==> src/core/serial_status_pkg.sv <==
// Shared constants for the serial status flag block: register map,
// status and control bit positions, flag indices and reset values.
// Assumes a byte-wide register port with a three-bit word address.
package serial_status_pkg;

    // ****************************************************************
    // Register port geometry and offsets
    // ****************************************************************
    localparam int ADDR_W = 3;
    localparam int DATA_W = 8;
    localparam logic [ADDR_W-1:0] ADDR_STATUS = 3'h0;
    localparam logic [ADDR_W-1:0] ADDR_CONTROL = 3'h1;
    localparam logic [ADDR_W-1:0] ADDR_TXDATA = 3'h2;
    localparam logic [ADDR_W-1:0] ADDR_RXDATA = 3'h3;
    localparam logic [ADDR_W-1:0] ADDR_IRQ_STATUS = 3'h4;
    localparam logic [ADDR_W-1:0] ADDR_IRQ_MASK = 3'h5;

    // ****************************************************************
    // Status byte layout
    // ****************************************************************
    localparam int POS_TX_HOLDING_EMPTY_FLAG = 7;
    localparam int POS_RX_HOLDING_FULL_FLAG = 6;
    localparam int POS_OVERRUN_ERROR_FLAG = 5;
    localparam int POS_ERR4 = 4;  // framing error, or error signal in smart-card layout
    localparam int POS_PER = 3;
    localparam int POS_TRANSMIT_END_FLAG = 2;
    localparam int POS_MPB = 1;
    localparam int POS_TRANSMIT_MULTIPROC_BIT = 0;

    // ****************************************************************
    // Control byte layout and reset values
    // ****************************************************************
    localparam int CTL_TE = 0;
    localparam int CTL_RE = 1;
    localparam int CTL_SMART = 2;
    localparam logic CTL_RESET = 1'h0;
    localparam logic TRANSMIT_END_FLAG_RESET = 1'h1;
    localparam logic MPB_RESET = 1'h0;
    localparam logic TRANSMIT_MULTIPROC_BIT_RESET = 1'h0;

    // ****************************************************************
    // Clear-only flag cells
    // ****************************************************************
    localparam int FLAG_N = 6;
    localparam int FL_TX_HOLDING_EMPTY_FLAG = 0;
    localparam int FL_RX_HOLDING_FULL_FLAG = 1;
    localparam int FL_OVERRUN_ERROR_FLAG = 2;
    localparam int FL_FER = 3;
    localparam int FL_PER = 4;
    localparam int FL_ERS = 5;
    localparam logic [FLAG_N-1:0] FLAG_RESET = 6'h01;

    // ****************************************************************
    // Interrupt status and mask layout
    // ****************************************************************
    localparam int IRQ_W = 4;
    localparam int IRQ_TXE = 0;
    localparam int IRQ_TRANSMIT_END_FLAG = 1;
    localparam int IRQ_RXF = 2;
    localparam int IRQ_ERR = 3;

endpackage : serial_status_pkg

==> src/core/serial_flag_cell.sv <==
// One clear-only status flag with its read-then-write-zero arming.
// Assumes reads and writes of the status byte never share a cycle.
`timescale 1ns/1ps

module serial_flag_cell #(
    parameter logic RESET_VALUE = 1'h0
) (
    // Clock and reset
    input wire logic i_clk,
    input wire logic i_reset_n,
    // Hardware events
    input wire logic i_set,
    input wire logic i_clr,
    // Software access to this bit
    input wire logic i_read,
    input wire logic i_write,
    input wire logic i_wbit,
    // Flag and accepted software clear
    output logic o_flag,
    output logic o_sw_clear
);

    typedef struct packed {
        logic flag;
        logic armed;
    } cell_t;

    cell_t st;
    cell_t next_st;

    // ****************************************************************
    // Flag update: set wins over every clear
    // ****************************************************************
    always_comb begin
        next_st = st;
        o_sw_clear = i_write && !i_wbit && st.armed;
        if (i_read && st.flag) begin
            next_st.armed = 1'h1;
        end
        // A one written only disarms; a zero only counts once armed
        if (i_write) begin
            next_st.armed = 1'h0;
            if (o_sw_clear) begin
                next_st.flag = 1'h0;
            end
        end
        if (i_clr) begin
            next_st.flag = 1'h0;
            next_st.armed = 1'h0;
        end
        if (i_set) begin
            next_st.flag = 1'h1;
        end
    end

    // State register
    always_ff @(posedge i_clk or negedge i_reset_n) begin
        if (!i_reset_n) begin
            st <= '{flag: RESET_VALUE, armed: 1'h0};
        end else begin
            st <= next_st;
        end
    end

    assign o_flag = st.flag;
endmodule : serial_flag_cell

==> src/core/serial_status_flags.sv <==
// Status flag logic of a serial port: transmit empty and end, receive
// full, overrun and error flags, multiprocessor bits, interrupt gating.
// Assumes the shift engines and transfer units run on i_clk and pulse
// their event inputs for one cycle each.
`timescale 1ns/1ps

// Behaviour
// - Transmit end flag reads only, resets to 1, set in standby, disabled or last bit with transmit empty set.
// - Transmit end clears on empty-flag software clear, transmit DMA start, transfer write.
// - Received multiprocessor bit captured per character, resets 0, held when receive off.
// - Writable transmit multiprocessor bit, reset 0, appended to every sent character.
// - Smart-card select picks smart-card layout; bit 7 is transmit empty, resets 1.
// - Transmit empty sets on reset, standby, transmit off, holding-to-shift move.
// - Transmit empty clears on software clear, transmit DMA start, transfer write.
// - Receive full is bit 6, resets 0, set only on error-free completed reception.
// - Receive full clears on standby, software clear, receive DMA start, transfer read.
// - Receive full keeps its value when receive enable is cleared.
// - Reception completing while receive full is set flags overrun, drops new byte.
// - Parity or framing error loads the byte, leaves full clear, blocks reception.
// - Overrun keeps old byte, blocks reception and synchronous transmission until cleared.
module serial_status_flags (
    // Clock and reset
    input wire logic i_clk,
    input wire logic i_reset_n,
    // Register port
    input wire logic [serial_status_pkg::ADDR_W-1:0] i_addr,
    input wire logic [serial_status_pkg::DATA_W-1:0] i_wdata,
    input wire logic i_wr,
    input wire logic i_rd,
    output logic [serial_status_pkg::DATA_W-1:0] o_rdata,
    // Power state
    input wire logic i_standby,
    // Transmit engine
    input wire logic i_tx_load,
    input wire logic i_tx_last_bit,
    input wire logic i_sync_mode,
    output logic [serial_status_pkg::DATA_W-1:0] o_tx_data,
    output logic o_tx_mpb,
    output logic o_tx_enable,
    output logic o_tx_blocked,
    // Receive engine
    input wire logic i_rx_done,
    input wire logic [serial_status_pkg::DATA_W-1:0] i_rx_data,
    input wire logic i_rx_mpb,
    input wire logic i_rx_parity_err,
    input wire logic i_rx_framing_err,
    input wire logic i_err_signal,
    output logic [serial_status_pkg::DATA_W-1:0] o_rx_data,
    output logic o_rx_enable,
    output logic o_rx_blocked,
    // Transfer units
    input wire logic i_dma_tx_start,
    input wire logic i_dma_rx_start,
    input wire logic i_xfer_tx_write,
    input wire logic [serial_status_pkg::DATA_W-1:0] i_xfer_tx_data,
    input wire logic i_xfer_rx_read,
    input wire logic i_xfer_keep_select,
    // Requests and interrupt
    output logic o_tx_empty_request,
    output logic o_rx_full_request,
    output logic o_irq
);
    import serial_status_pkg::*;

    typedef struct packed {
        logic te;
        logic re;
        logic smart;
        logic transmit_multiproc_bit;
        logic received_multiproc_bit;
        logic transmit_end_flag;
        logic [DATA_W-1:0] tx_data;
        logic [DATA_W-1:0] rx_data;
        logic [DATA_W-1:0] rdata;
        logic [IRQ_W-1:0] irq_stat;
        logic [IRQ_W-1:0] irq_mask;
        logic irq;
        logic tx_req;
        logic rx_req;
        logic rx_blk;
        logic tx_blk;
    } state_t;

    state_t st;
    state_t next_st;
    logic [FLAG_N-1:0] flag;
    logic [FLAG_N-1:0] flag_set;
    logic [FLAG_N-1:0] flag_clr;
    logic [FLAG_N-1:0] flag_rd;
    logic [FLAG_N-1:0] flag_wr;
    logic [FLAG_N-1:0] flag_sw_clr;
    logic rd_status;
    logic wr_status;
    logic rx_blocked;
    logic rx_take;
    logic rx_err;
    logic rx_over;
    logic rx_bad;
    logic rx_good;
    logic tx_kill;
    logic rx_kill;
    logic tx_force;
    logic [IRQ_W-1:0] irq_ev;

    // ****************************************************************
    // Helpers
    // ****************************************************************

    // Bit of the status byte that carries a given flag cell
    function automatic int flag_pos(input int idx);
        case (idx)
            FL_TX_HOLDING_EMPTY_FLAG: flag_pos = POS_TX_HOLDING_EMPTY_FLAG;
            FL_RX_HOLDING_FULL_FLAG: flag_pos = POS_RX_HOLDING_FULL_FLAG;
            FL_OVERRUN_ERROR_FLAG: flag_pos = POS_OVERRUN_ERROR_FLAG;
            FL_PER: flag_pos = POS_PER;
            default: flag_pos = POS_ERR4;
        endcase
    endfunction : flag_pos

    // Framing error and error signal share one bit; the layout decides
    function automatic logic flag_vis(input int idx, input logic smart);
        case (idx)
            FL_FER: flag_vis = !smart;
            FL_ERS: flag_vis = smart;
            default: flag_vis = 1'h1;
        endcase
    endfunction : flag_vis

    // Status byte as software sees it in the chosen layout
    function automatic logic [DATA_W-1:0] status_byte(input logic [FLAG_N-1:0] f,
                                                      input state_t s);
        status_byte = '0;
        status_byte[POS_TX_HOLDING_EMPTY_FLAG] = f[FL_TX_HOLDING_EMPTY_FLAG];
        status_byte[POS_RX_HOLDING_FULL_FLAG] = f[FL_RX_HOLDING_FULL_FLAG];
        status_byte[POS_OVERRUN_ERROR_FLAG] = f[FL_OVERRUN_ERROR_FLAG];
        status_byte[POS_ERR4] = s.smart ? f[FL_ERS] : f[FL_FER];
        status_byte[POS_PER] = f[FL_PER];
        status_byte[POS_TRANSMIT_END_FLAG] = s.transmit_end_flag;
        status_byte[POS_MPB] = s.received_multiproc_bit;
        status_byte[POS_TRANSMIT_MULTIPROC_BIT] = s.transmit_multiproc_bit;
    endfunction : status_byte

    // ****************************************************************
    // Event decode
    // ****************************************************************

    // Bus strobes on the status byte
    assign rd_status = i_rd && (i_addr == ADDR_STATUS);
    assign wr_status = i_wr && (i_addr == ADDR_STATUS);

    // Overrun, framing or parity error stalls reception until software or standby clears it
    assign rx_blocked = flag[FL_OVERRUN_ERROR_FLAG] || flag[FL_FER] || flag[FL_PER];
    assign rx_take = i_rx_done && st.re && !rx_blocked && !i_standby;
    assign rx_err = i_rx_parity_err || i_rx_framing_err;
    assign rx_over = rx_take && flag[FL_RX_HOLDING_FULL_FLAG];
    assign rx_bad = rx_take && !flag[FL_RX_HOLDING_FULL_FLAG] && rx_err;
    assign rx_good = rx_take && !flag[FL_RX_HOLDING_FULL_FLAG] && !rx_err;

    // Transfer writes and reads clear flags only when told not to keep them; DMA starts always clear
    assign tx_kill = i_dma_tx_start || (i_xfer_tx_write && !i_xfer_keep_select);
    assign rx_kill = i_dma_rx_start || (i_xfer_rx_read && !i_xfer_keep_select);
    assign tx_force = i_standby || !st.te;

    // Per-flag set and clear terms
    always_comb begin
        flag_set = '0;
        flag_clr = '0;
        flag_set[FL_TX_HOLDING_EMPTY_FLAG] = tx_force || i_tx_load;
        flag_clr[FL_TX_HOLDING_EMPTY_FLAG] = tx_kill;
        flag_set[FL_RX_HOLDING_FULL_FLAG] = rx_good;
        flag_clr[FL_RX_HOLDING_FULL_FLAG] = i_standby || rx_kill;
        flag_set[FL_OVERRUN_ERROR_FLAG] = rx_over;
        flag_clr[FL_OVERRUN_ERROR_FLAG] = i_standby;
        flag_set[FL_FER] = rx_bad && i_rx_framing_err;
        flag_clr[FL_FER] = i_standby;
        flag_set[FL_PER] = rx_bad && i_rx_parity_err;
        flag_clr[FL_PER] = i_standby;
        flag_set[FL_ERS] = i_err_signal && st.te && st.smart && !i_standby;
        flag_clr[FL_ERS] = i_standby;
    end

    // ****************************************************************
    // Clear-only flag cells
    // ****************************************************************
    for (genvar g = 0; g < FLAG_N; g++) begin : g_flag
        assign flag_rd[g] = rd_status && flag_vis(g, st.smart);
        assign flag_wr[g] = wr_status && flag_vis(g, st.smart);
        serial_flag_cell #(
            .RESET_VALUE(FLAG_RESET[g])
        ) u_cell (
            .i_clk(i_clk),
            .i_reset_n(i_reset_n),
            .i_set(flag_set[g]),
            .i_clr(flag_clr[g]),
            .i_read(flag_rd[g]),
            .i_write(flag_wr[g]),
            .i_wbit(i_wdata[flag_pos(g)]),
            .o_flag(flag[g]),
            .o_sw_clear(flag_sw_clr[g])
        );
    end

    // Interrupt events, one per source group
    always_comb begin
        irq_ev = '0;
        irq_ev[IRQ_TXE] = i_tx_load && st.te;
        irq_ev[IRQ_TRANSMIT_END_FLAG] = i_tx_last_bit && flag[FL_TX_HOLDING_EMPTY_FLAG] && st.te;
        irq_ev[IRQ_RXF] = rx_good;
        irq_ev[IRQ_ERR] = rx_over || rx_bad || flag_set[FL_ERS];
    end

    // ****************************************************************
    // Next-state logic
    // ****************************************************************
    always_comb begin
        next_st = st;
        // Control and data writes
        if (i_wr) begin
            case (i_addr)
                ADDR_CONTROL: begin
                    next_st.te = i_wdata[CTL_TE];
                    next_st.re = i_wdata[CTL_RE];
                    next_st.smart = i_wdata[CTL_SMART];
                end
                ADDR_STATUS: next_st.transmit_multiproc_bit = i_wdata[POS_TRANSMIT_MULTIPROC_BIT];
                ADDR_TXDATA: next_st.tx_data = i_wdata;
                ADDR_IRQ_MASK: next_st.irq_mask = i_wdata[IRQ_W-1:0];
                default: next_st.transmit_multiproc_bit = st.transmit_multiproc_bit;
            endcase
        end
        // Transfer unit data beats the bus in the same cycle
        if (i_xfer_tx_write) begin
            next_st.tx_data = i_xfer_tx_data;
        end
        // Overrun leaves the older byte in place
        if (rx_good || rx_bad) begin
            next_st.rx_data = i_rx_data;
            next_st.received_multiproc_bit = i_rx_mpb;
        end
        // Transmit end: set terms win over clear terms
        if (flag_sw_clr[FL_TX_HOLDING_EMPTY_FLAG] || tx_kill) begin
            next_st.transmit_end_flag = 1'h0;
        end
        if (tx_force || (i_tx_last_bit && flag[FL_TX_HOLDING_EMPTY_FLAG])) begin
            next_st.transmit_end_flag = 1'h1;
        end
        // Sticky interrupt status, write one to clear, events win
        if (i_wr && (i_addr == ADDR_IRQ_STATUS)) begin
            next_st.irq_stat = st.irq_stat & ~i_wdata[IRQ_W-1:0];
        end
        next_st.irq_stat = next_st.irq_stat | irq_ev;
        next_st.irq = |(next_st.irq_stat & next_st.irq_mask);
        // Requests and stall levels to the engines
        next_st.tx_req = st.te && flag[FL_TX_HOLDING_EMPTY_FLAG];
        next_st.rx_req = flag[FL_RX_HOLDING_FULL_FLAG];
        next_st.rx_blk = rx_blocked;
        next_st.tx_blk = i_sync_mode && rx_blocked;
        // Read data stands only in the cycle after the strobe
        next_st.rdata = '0;
        if (i_rd) begin
            case (i_addr)
                ADDR_STATUS: next_st.rdata = status_byte(flag, st);
                ADDR_CONTROL: next_st.rdata = DATA_W'({st.smart, st.re, st.te});
                ADDR_TXDATA: next_st.rdata = st.tx_data;
                ADDR_RXDATA: next_st.rdata = st.rx_data;
                ADDR_IRQ_STATUS: next_st.rdata = DATA_W'(st.irq_stat);
                ADDR_IRQ_MASK: next_st.rdata = DATA_W'(st.irq_mask);
                default: next_st.rdata = '0;
            endcase
        end
    end

    // ****************************************************************
    // State register
    // ****************************************************************
    always_ff @(posedge i_clk or negedge i_reset_n) begin
        if (!i_reset_n) begin
            st <= '0;
            st.te <= CTL_RESET;
            st.re <= CTL_RESET;
            st.smart <= CTL_RESET;
            st.transmit_end_flag <= TRANSMIT_END_FLAG_RESET;
            st.received_multiproc_bit <= MPB_RESET;
            st.transmit_multiproc_bit <= TRANSMIT_MULTIPROC_BIT_RESET;
        end else begin
            st <= next_st;
        end
    end

    // Outputs straight from flops
    assign o_rdata = st.rdata;
    assign o_tx_data = st.tx_data;
    assign o_tx_mpb = st.transmit_multiproc_bit;
    assign o_tx_enable = st.te;
    assign o_tx_blocked = st.tx_blk;
    assign o_rx_data = st.rx_data;
    assign o_rx_enable = st.re;
    assign o_rx_blocked = st.rx_blk;
    assign o_tx_empty_request = st.tx_req;
    assign o_rx_full_request = st.rx_req;
    assign o_irq = st.irq;
endmodule : serial_status_flags

==> config.mk <==
export PLATFORM = sky130hd
export DESIGN_NAME = serial_status_flags
export DESIGN_NICKNAME = d
export VERILOG_FILES = /design/src/core/serial_status_pkg.sv /design/src/core/serial_flag_cell.sv /design/src/core/serial_status_flags.sv
export SDC_FILE = /design/constraint.sdc
export NUM_CORES = 1
export LEC_CHECK = 0
export ABC_AREA = 0
export CAP_MARGIN = 15
export CORE_ASPECT_RATIO = 0.75
export CORE_MARGIN = 4
export CORE_UTILIZATION = 45
export CTS_BUF_LIST = sky130_fd_sc_hd__clkbuf_4
export DETAILED_ROUTE_END_ITERATION = 6
export DONT_BUFFER_PORTS = 1
export PLACE_DENSITY = 0.68
export SLEW_MARGIN = 20
export SYNTH_ARGS = -nofsm -noshare
export SYNTH_HDL_FRONTEND = slang
export SYNTH_HIERARCHICAL = 1
export SYNTH_SLANG_ARGS = --single-unit
==> constraint.sdc <==
create_clock -name i_clk -period 2 [get_ports i_clk]
set_input_delay 0.6 -clock i_clk [delete_from_list [all_inputs] [get_ports i_clk]]
set_output_delay 0.6 -clock i_clk [all_outputs]
set_load 0.1 [all_outputs]
# Yosys cells after proc, flatten, opt, wreduce, memory -nomap -nowiden
# Cells that the tools add are included.
[word_totals]
reg_bits = 55
in_bits = 45
out_inout_bits = 32
word_cells = 179
[classes]
eq_ne = 5
n_mux = 41
n_bitwise = 4
reduce_logical = 101
[ops]
columns = ["op", "n"]
rows = [
  ["3-bit nonzero test", 18],
  ["8-bit one-hot mux with 6 select lines", 1],
  ["1-bit logical AND", 44],
  ["8-bit 2-to-1 mux", 4],
  ["2-bit 2-to-1 mux", 12],
  ["1-bit 2-to-1 mux", 21],
  ["2-bit AND reduction", 9],
  ["1-bit logical OR", 13],
  ["1-bit logical NOT", 12],
  ["4-bit 2-to-1 mux", 3],
  ["4-bit bitwise AND", 2],
  ["3-bit by 2-bit equality test with 1-bit output, second input constant", 2],
  ["3-bit equality test, second input constant", 2],
  ["2-bit nonzero test", 3],
  ["4-bit inverter", 1],
  ["4-bit OR", 1],
  ["4-bit OR reduction", 1],
  ["3-bit by 1-bit equality test with 1-bit output, second input constant", 1],
  ["3-bit logical NOT", 1],
]

# Longest topological paths before layout
[logic_depth]
ltp_word = 12
depth_mapped = 6
depth_no_buf = 5

# By module
# Netlist, hierarchy kept.
[modules_own_cells]
columns = ["mod", "instances", "cells_each", "area_per_inst_um2", "seq_area_each_um2"]
rows = [
  ["serial_status_flags", 1, 207, 2290.9, 1077.3],
  ["serial_flag_cell at g_flag[1].u_cell ...", 5, 8, 83.8, 50.0],
  ["serial_flag_cell at g_flag[0].u_cell", 1, 8, 85.1, 51.3],
]

# Least setup slack after synthesis
# OpenSTA, ideal clock, no wires.
[synth_timing]
kind = "input to register"
from = "in i_addr[0] (netlist bit)"
to = "reg g_flag[5].u_cell.st, in the netlist g_flag[5].u_cell/o_flag"
setup_ns = 0.120
arrival_time_ns = 2.098
t_required_ns = 1.880
path_slack_ns = -0.218
cell_stages = 6
n_path_buf = 2
path_cell_list = "buf_2 -> buf_2 -> nor3_1 -> and2_1 -> nand3b_1 -> a31o_1"
[synth_via]
elab_chain_len = 7
elab_cells_between_ends = 8
cone_classes = "reduce/logical: 8"
[synth_lines]
columns = ["item", "line", "source"]
rows = [
  ["start, declared", "serial_status_flags.sv:26", "input wire logic [serial_status_pkg::ADDR_W-1:0] i_addr,"],
  ["3-bit logical NOT (*)", "serial_status_flags.sv:149", "assign wr_status = i_wr && (i_addr == ADDR_STATUS);"],
  ["1-bit logical AND (*)", "serial_status_flags.sv:149", ""],
  ["named net flag_wr[0]", "serial_status_flags.sv:90", "logic [FLAG_N-1:0] flag_wr;"],
  ["1-bit logical AND (*)", "serial_status_flags.sv:187", "assign flag_wr[g] = wr_status && flag_vis(g, st.smart);"],
  ["named net flag_wr[5]", "serial_status_flags.sv:90", ""],
  ["1-bit logical AND (2 in a row)", "serial_flag_cell.sv:36", "o_sw_clear = i_write && !i_wbit && st.armed;"],
  ["3-bit nonzero test (no line)", "--", ""],
  ["2-bit AND reduction (no line) (*)", "--", ""],
  ["end signal, assigned", "serial_flag_cell.sv:59", "st <= '{flag: RESET_VALUE, armed: 1'h0};"],
  ["end signal, assigned", "serial_flag_cell.sv:61", "st <= next_st;"],
  ["end, declared", "serial_flag_cell.sv:28", "cell_t st;"],
]
# Mark *: on every way through the listed nets, which the timed path passes. The rest lies on a longest branch.
# A chain may end at the register's enable or synchronous reset.

# Worst setup path in the final report
[layout_timing]
from = "reg st, in the netlist o_tx_data[5]"
to = "out o_tx_data[5] (netlist bit)"
[layout_rtl]
columns = ["item", "line", "source"]
rows = [
  ["start, declared", "serial_status_flags.sv:84", "state_t st;"],
  ["start signal, assigned", "serial_status_flags.sv:286", "st <= next_st;"],
  ["end, declared", "serial_status_flags.sv:37", "output logic [serial_status_pkg::DATA_W-1:0] o_tx_data,"],
]
# No word-level cell between the ends.

==> reports/results.txt <==
The CTS clock-pin slew for the worst setup and hold paths was 150 ps. The wire-length estimate of the detail-placed layout is 4.89 mm. Excluding fillers, the count of instances in the completed layout stands at 345. The average instance area after synthesis was 11.1 um^2. The reported net switching power is 1750 uW.

The final clock skew came out at 15.3 ps. The filler cells instantiated in the layout total 550. The congestion estimate from routability-driven global placement came to 0.832. The worst setup path is launched from a flip-flop. The sequential group share of total power is 0.418, and the final-stage net count is 311.

For the pin with the worst max-slew slack, the measured transition is 932 ps. The layout cell share with drive strength beyond 1 is 0.303. After the first detailed-routing iteration, the DRC count stood at 117. The maximum fanout along the worst path works out to 3. The core outline area came out at 5890 um^2. The internal cell power was 1870 uW.

The longest clock path from root to sink contains 2 buffers. Buffers placed on the I/O ports in this run total 0. Summed over all layers, the routed wires come to 6.41 mm. The final setup TNS was 0 ps. The switching share of total power works out to 0.483. Entering global routing, the biggest net connects 54 pins. The first global-routing pass estimated 10.4 mm of wire. The average wire per cell in the routed design is 18.6 um, and the number of failing setup endpoints in the final timing report is 0. IR analysis of the VDD net gives a maximum drop of 0.000478 V. The run gives 0.511 GHz as the fmax. The tools report the via count of the first global-routing pass as 1879.

Clock tree synthesis found a total of 55 sinks. The min-delay analysis places its worst path in the category in -> async. The run finished with clean final reports.

The worst setup slack before clock tree synthesis is 175 ps. The worst register-to-register path ends at o_irq. The run gives 6 as the yosys synthesis warning count.

The number of placed instances, taps included, is 336. The reg-to-reg critical path startpoint is st[40]. For the initial core utilization, the log shows 0.472. STA classifies the critical path endpoint as an output pin.

Once detail routing completed, the nets flagged for antenna violations numbered 0. The static leakage is 0.00142 uW. At the later pin of the worst-skew pair, clock insertion delay measures 370 ps. The tools report the number of hold violations in the final report as 0.

The number of buffers added for setup after CTS is 0. The run gives 295 as the number of nets produced by synthesis. The library cell used as clock root buffer is sky130_fd_sc_hd__clkbuf_4.

The total of max-cap violations came out at 0. The width of the die works out to 98.7 um. The initial antenna violation count is 1. The detail-routed via count per cell was 5.37. Total track usage: 0.177. Setup repair after global routing left no endpoint under its margin. Setup slack closes at 44.1 ps. The number of cells on the worst reg-to-reg path is 4, and the data required time of the worst path is 1400 ps.

The floorplan step set the die height to 76.0 um. TritonCTS built the clock tree. The leftover overflow at the end of global routing was 0. The H-tree was split into 2 levels. The shortest period the worst path allows was 1960 ps.

Part of the power in combinational logic: 0.451. The area occupied by multi-input gates is 1130 um^2. In this run the core area contains 24 standard-cell rows. The count of vias placed by the detailed router came out at 1851.

The first TritonRoute pass finished after 4 iterations. The setup path with the least slack is of type reg -> out. 77 I/O pins were placed.

The overall power is 3620 uW, and the areal power density over the cells is 1190 nW/um^2. The area added between synthesis and finish was 9.55%; the number of CTS-inserted buffers was 5. In this run the cell area of the synthesized design comes to 2780 um^2. The worst endpoint data arrival time came out at 1360 ps.

The number of antenna diodes in the final layout is 0. The die area is 7500 um^2, and the final count of pins violating max slew is 0. The run gives 0.379 as the relative slew slack.

The logs give 0.131 for the portion of total power attributed to the clock network and 0 for the post-route DRC violation count. In the final layout, flip-flops and latches occupy 1380 um^2. For the post-synthesis cell count, the log shows 250. The share of the clock period used by the worst path after layout was 0.978.

The worst-case register-to-register setup slack is 320 ps.
power groups by stage:
stage          Sequential [uW]  Clock [uW]  Combinational, uW
3_5_place_dp              1540           0               1610
5_1_grt                   1540         545               1710
3_3_place_gp              1530           0               1600
4_1_cts                   1510         486               1640
6_report                  1510         475               1630
2_1_floorplan             1650           0               1330
sequential cells by signal (all words and copies together) (netlist names), 6 cells and up:
register and cells:
st 11, o_tx_data 8, o_rx_data 8, g_flag.u_cell/st 6
o_rdata 8, g_flag.u_cell/o_flag 6
area by class of cell:
| type | instances | share of cell area |
|---|---|---|
| Clock buffer | 6 | 0.0148 |
| Clock inverter | 2 | 0.00288 |
| Inverter | 14 | 0.0173 |
| Multi-Input combinational cell | 149 | 0.371 |
| Sequential cell | 55 | 0.454 |
| Tap cell | 78 | 0.0321 |
| Timing Repair Buffer | 41 | 0.108 |
timing repair:
item | 4_1_cts | 5_1_grt
hold buffers | 1 | 0
endpoints found under the hold margin | 53 | 0
setup endpoints to repair | 0 | 1
gates resized for setup | 0 | 1
stage by stage:
stage               utilization  area, um^2  hold WS [ps]
CTS                       0.517        3040          36.8
global route              0.517        3040          12.7
detailed placement        0.503        2960           307
global placement          0.503        2960           307
floorplan                     -        2780           304
finish                    0.517        3040          42.4
placed cells by master (no fill, tap or decap), types with 2 or more instances in the layout:
master                     count
sky130_fd_sc_hd__a31o_1        6
sky130_fd_sc_hd__clkbuf_4      6
sky130_fd_sc_hd__mux2_2       23
sky130_fd_sc_hd__o21ai_0      12
sky130_fd_sc_hd__nand2_1      18
sky130_fd_sc_hd__dfrtp_1      51
sky130_fd_sc_hd__and2_1        6
sky130_fd_sc_hd__nor3b_1       2
sky130_fd_sc_hd__nand2b_1      3
sky130_fd_sc_hd__nor4_1        2
sky130_fd_sc_hd__a22oi_1       6
sky130_fd_sc_hd__nor2b_1       5
sky130_fd_sc_hd__nor2_1        9
sky130_fd_sc_hd__inv_1        14
sky130_fd_sc_hd__dfrtp_2       2
sky130_fd_sc_hd__a21oi_1       6
sky130_fd_sc_hd__dfstp_2       2
sky130_fd_sc_hd__nor3_1        9
sky130_fd_sc_hd__mux4_2        2
sky130_fd_sc_hd__mux2i_1      14
sky130_fd_sc_hd__nand3b_1      7
sky130_fd_sc_hd__buf_4        40
sky130_fd_sc_hd__a21boi_1      2
metal layers:
layer / vias up / track usage / wire length, um
li1: 891 / - / -
met1: 893 / 0.267 / 3110
met3: 6 / 0.0586 / 497
met5: - / 0 / 13
met2: 59 / 0.250 / 2750
met4: 2 / 0.0286 / 36
worst max-delay path by stage:
stage | from | end | slack, ps | cells after the start
floorplan | o_tx_enable | o_irq | 6 | 4
global placement | i_addr[0] | o_irq | 240 | 4
detailed placement | i_addr[0] | o_irq | 170 | 4
CTS | o_tx_data[5] | o_tx_data[5] | 30 | 0
global route | o_tx_data[5] | o_tx_data[5] | 0.6 | 0
finish | o_tx_data[5] | o_tx_data[5] | 40 | 0
(Power assumes the default switching activity.)
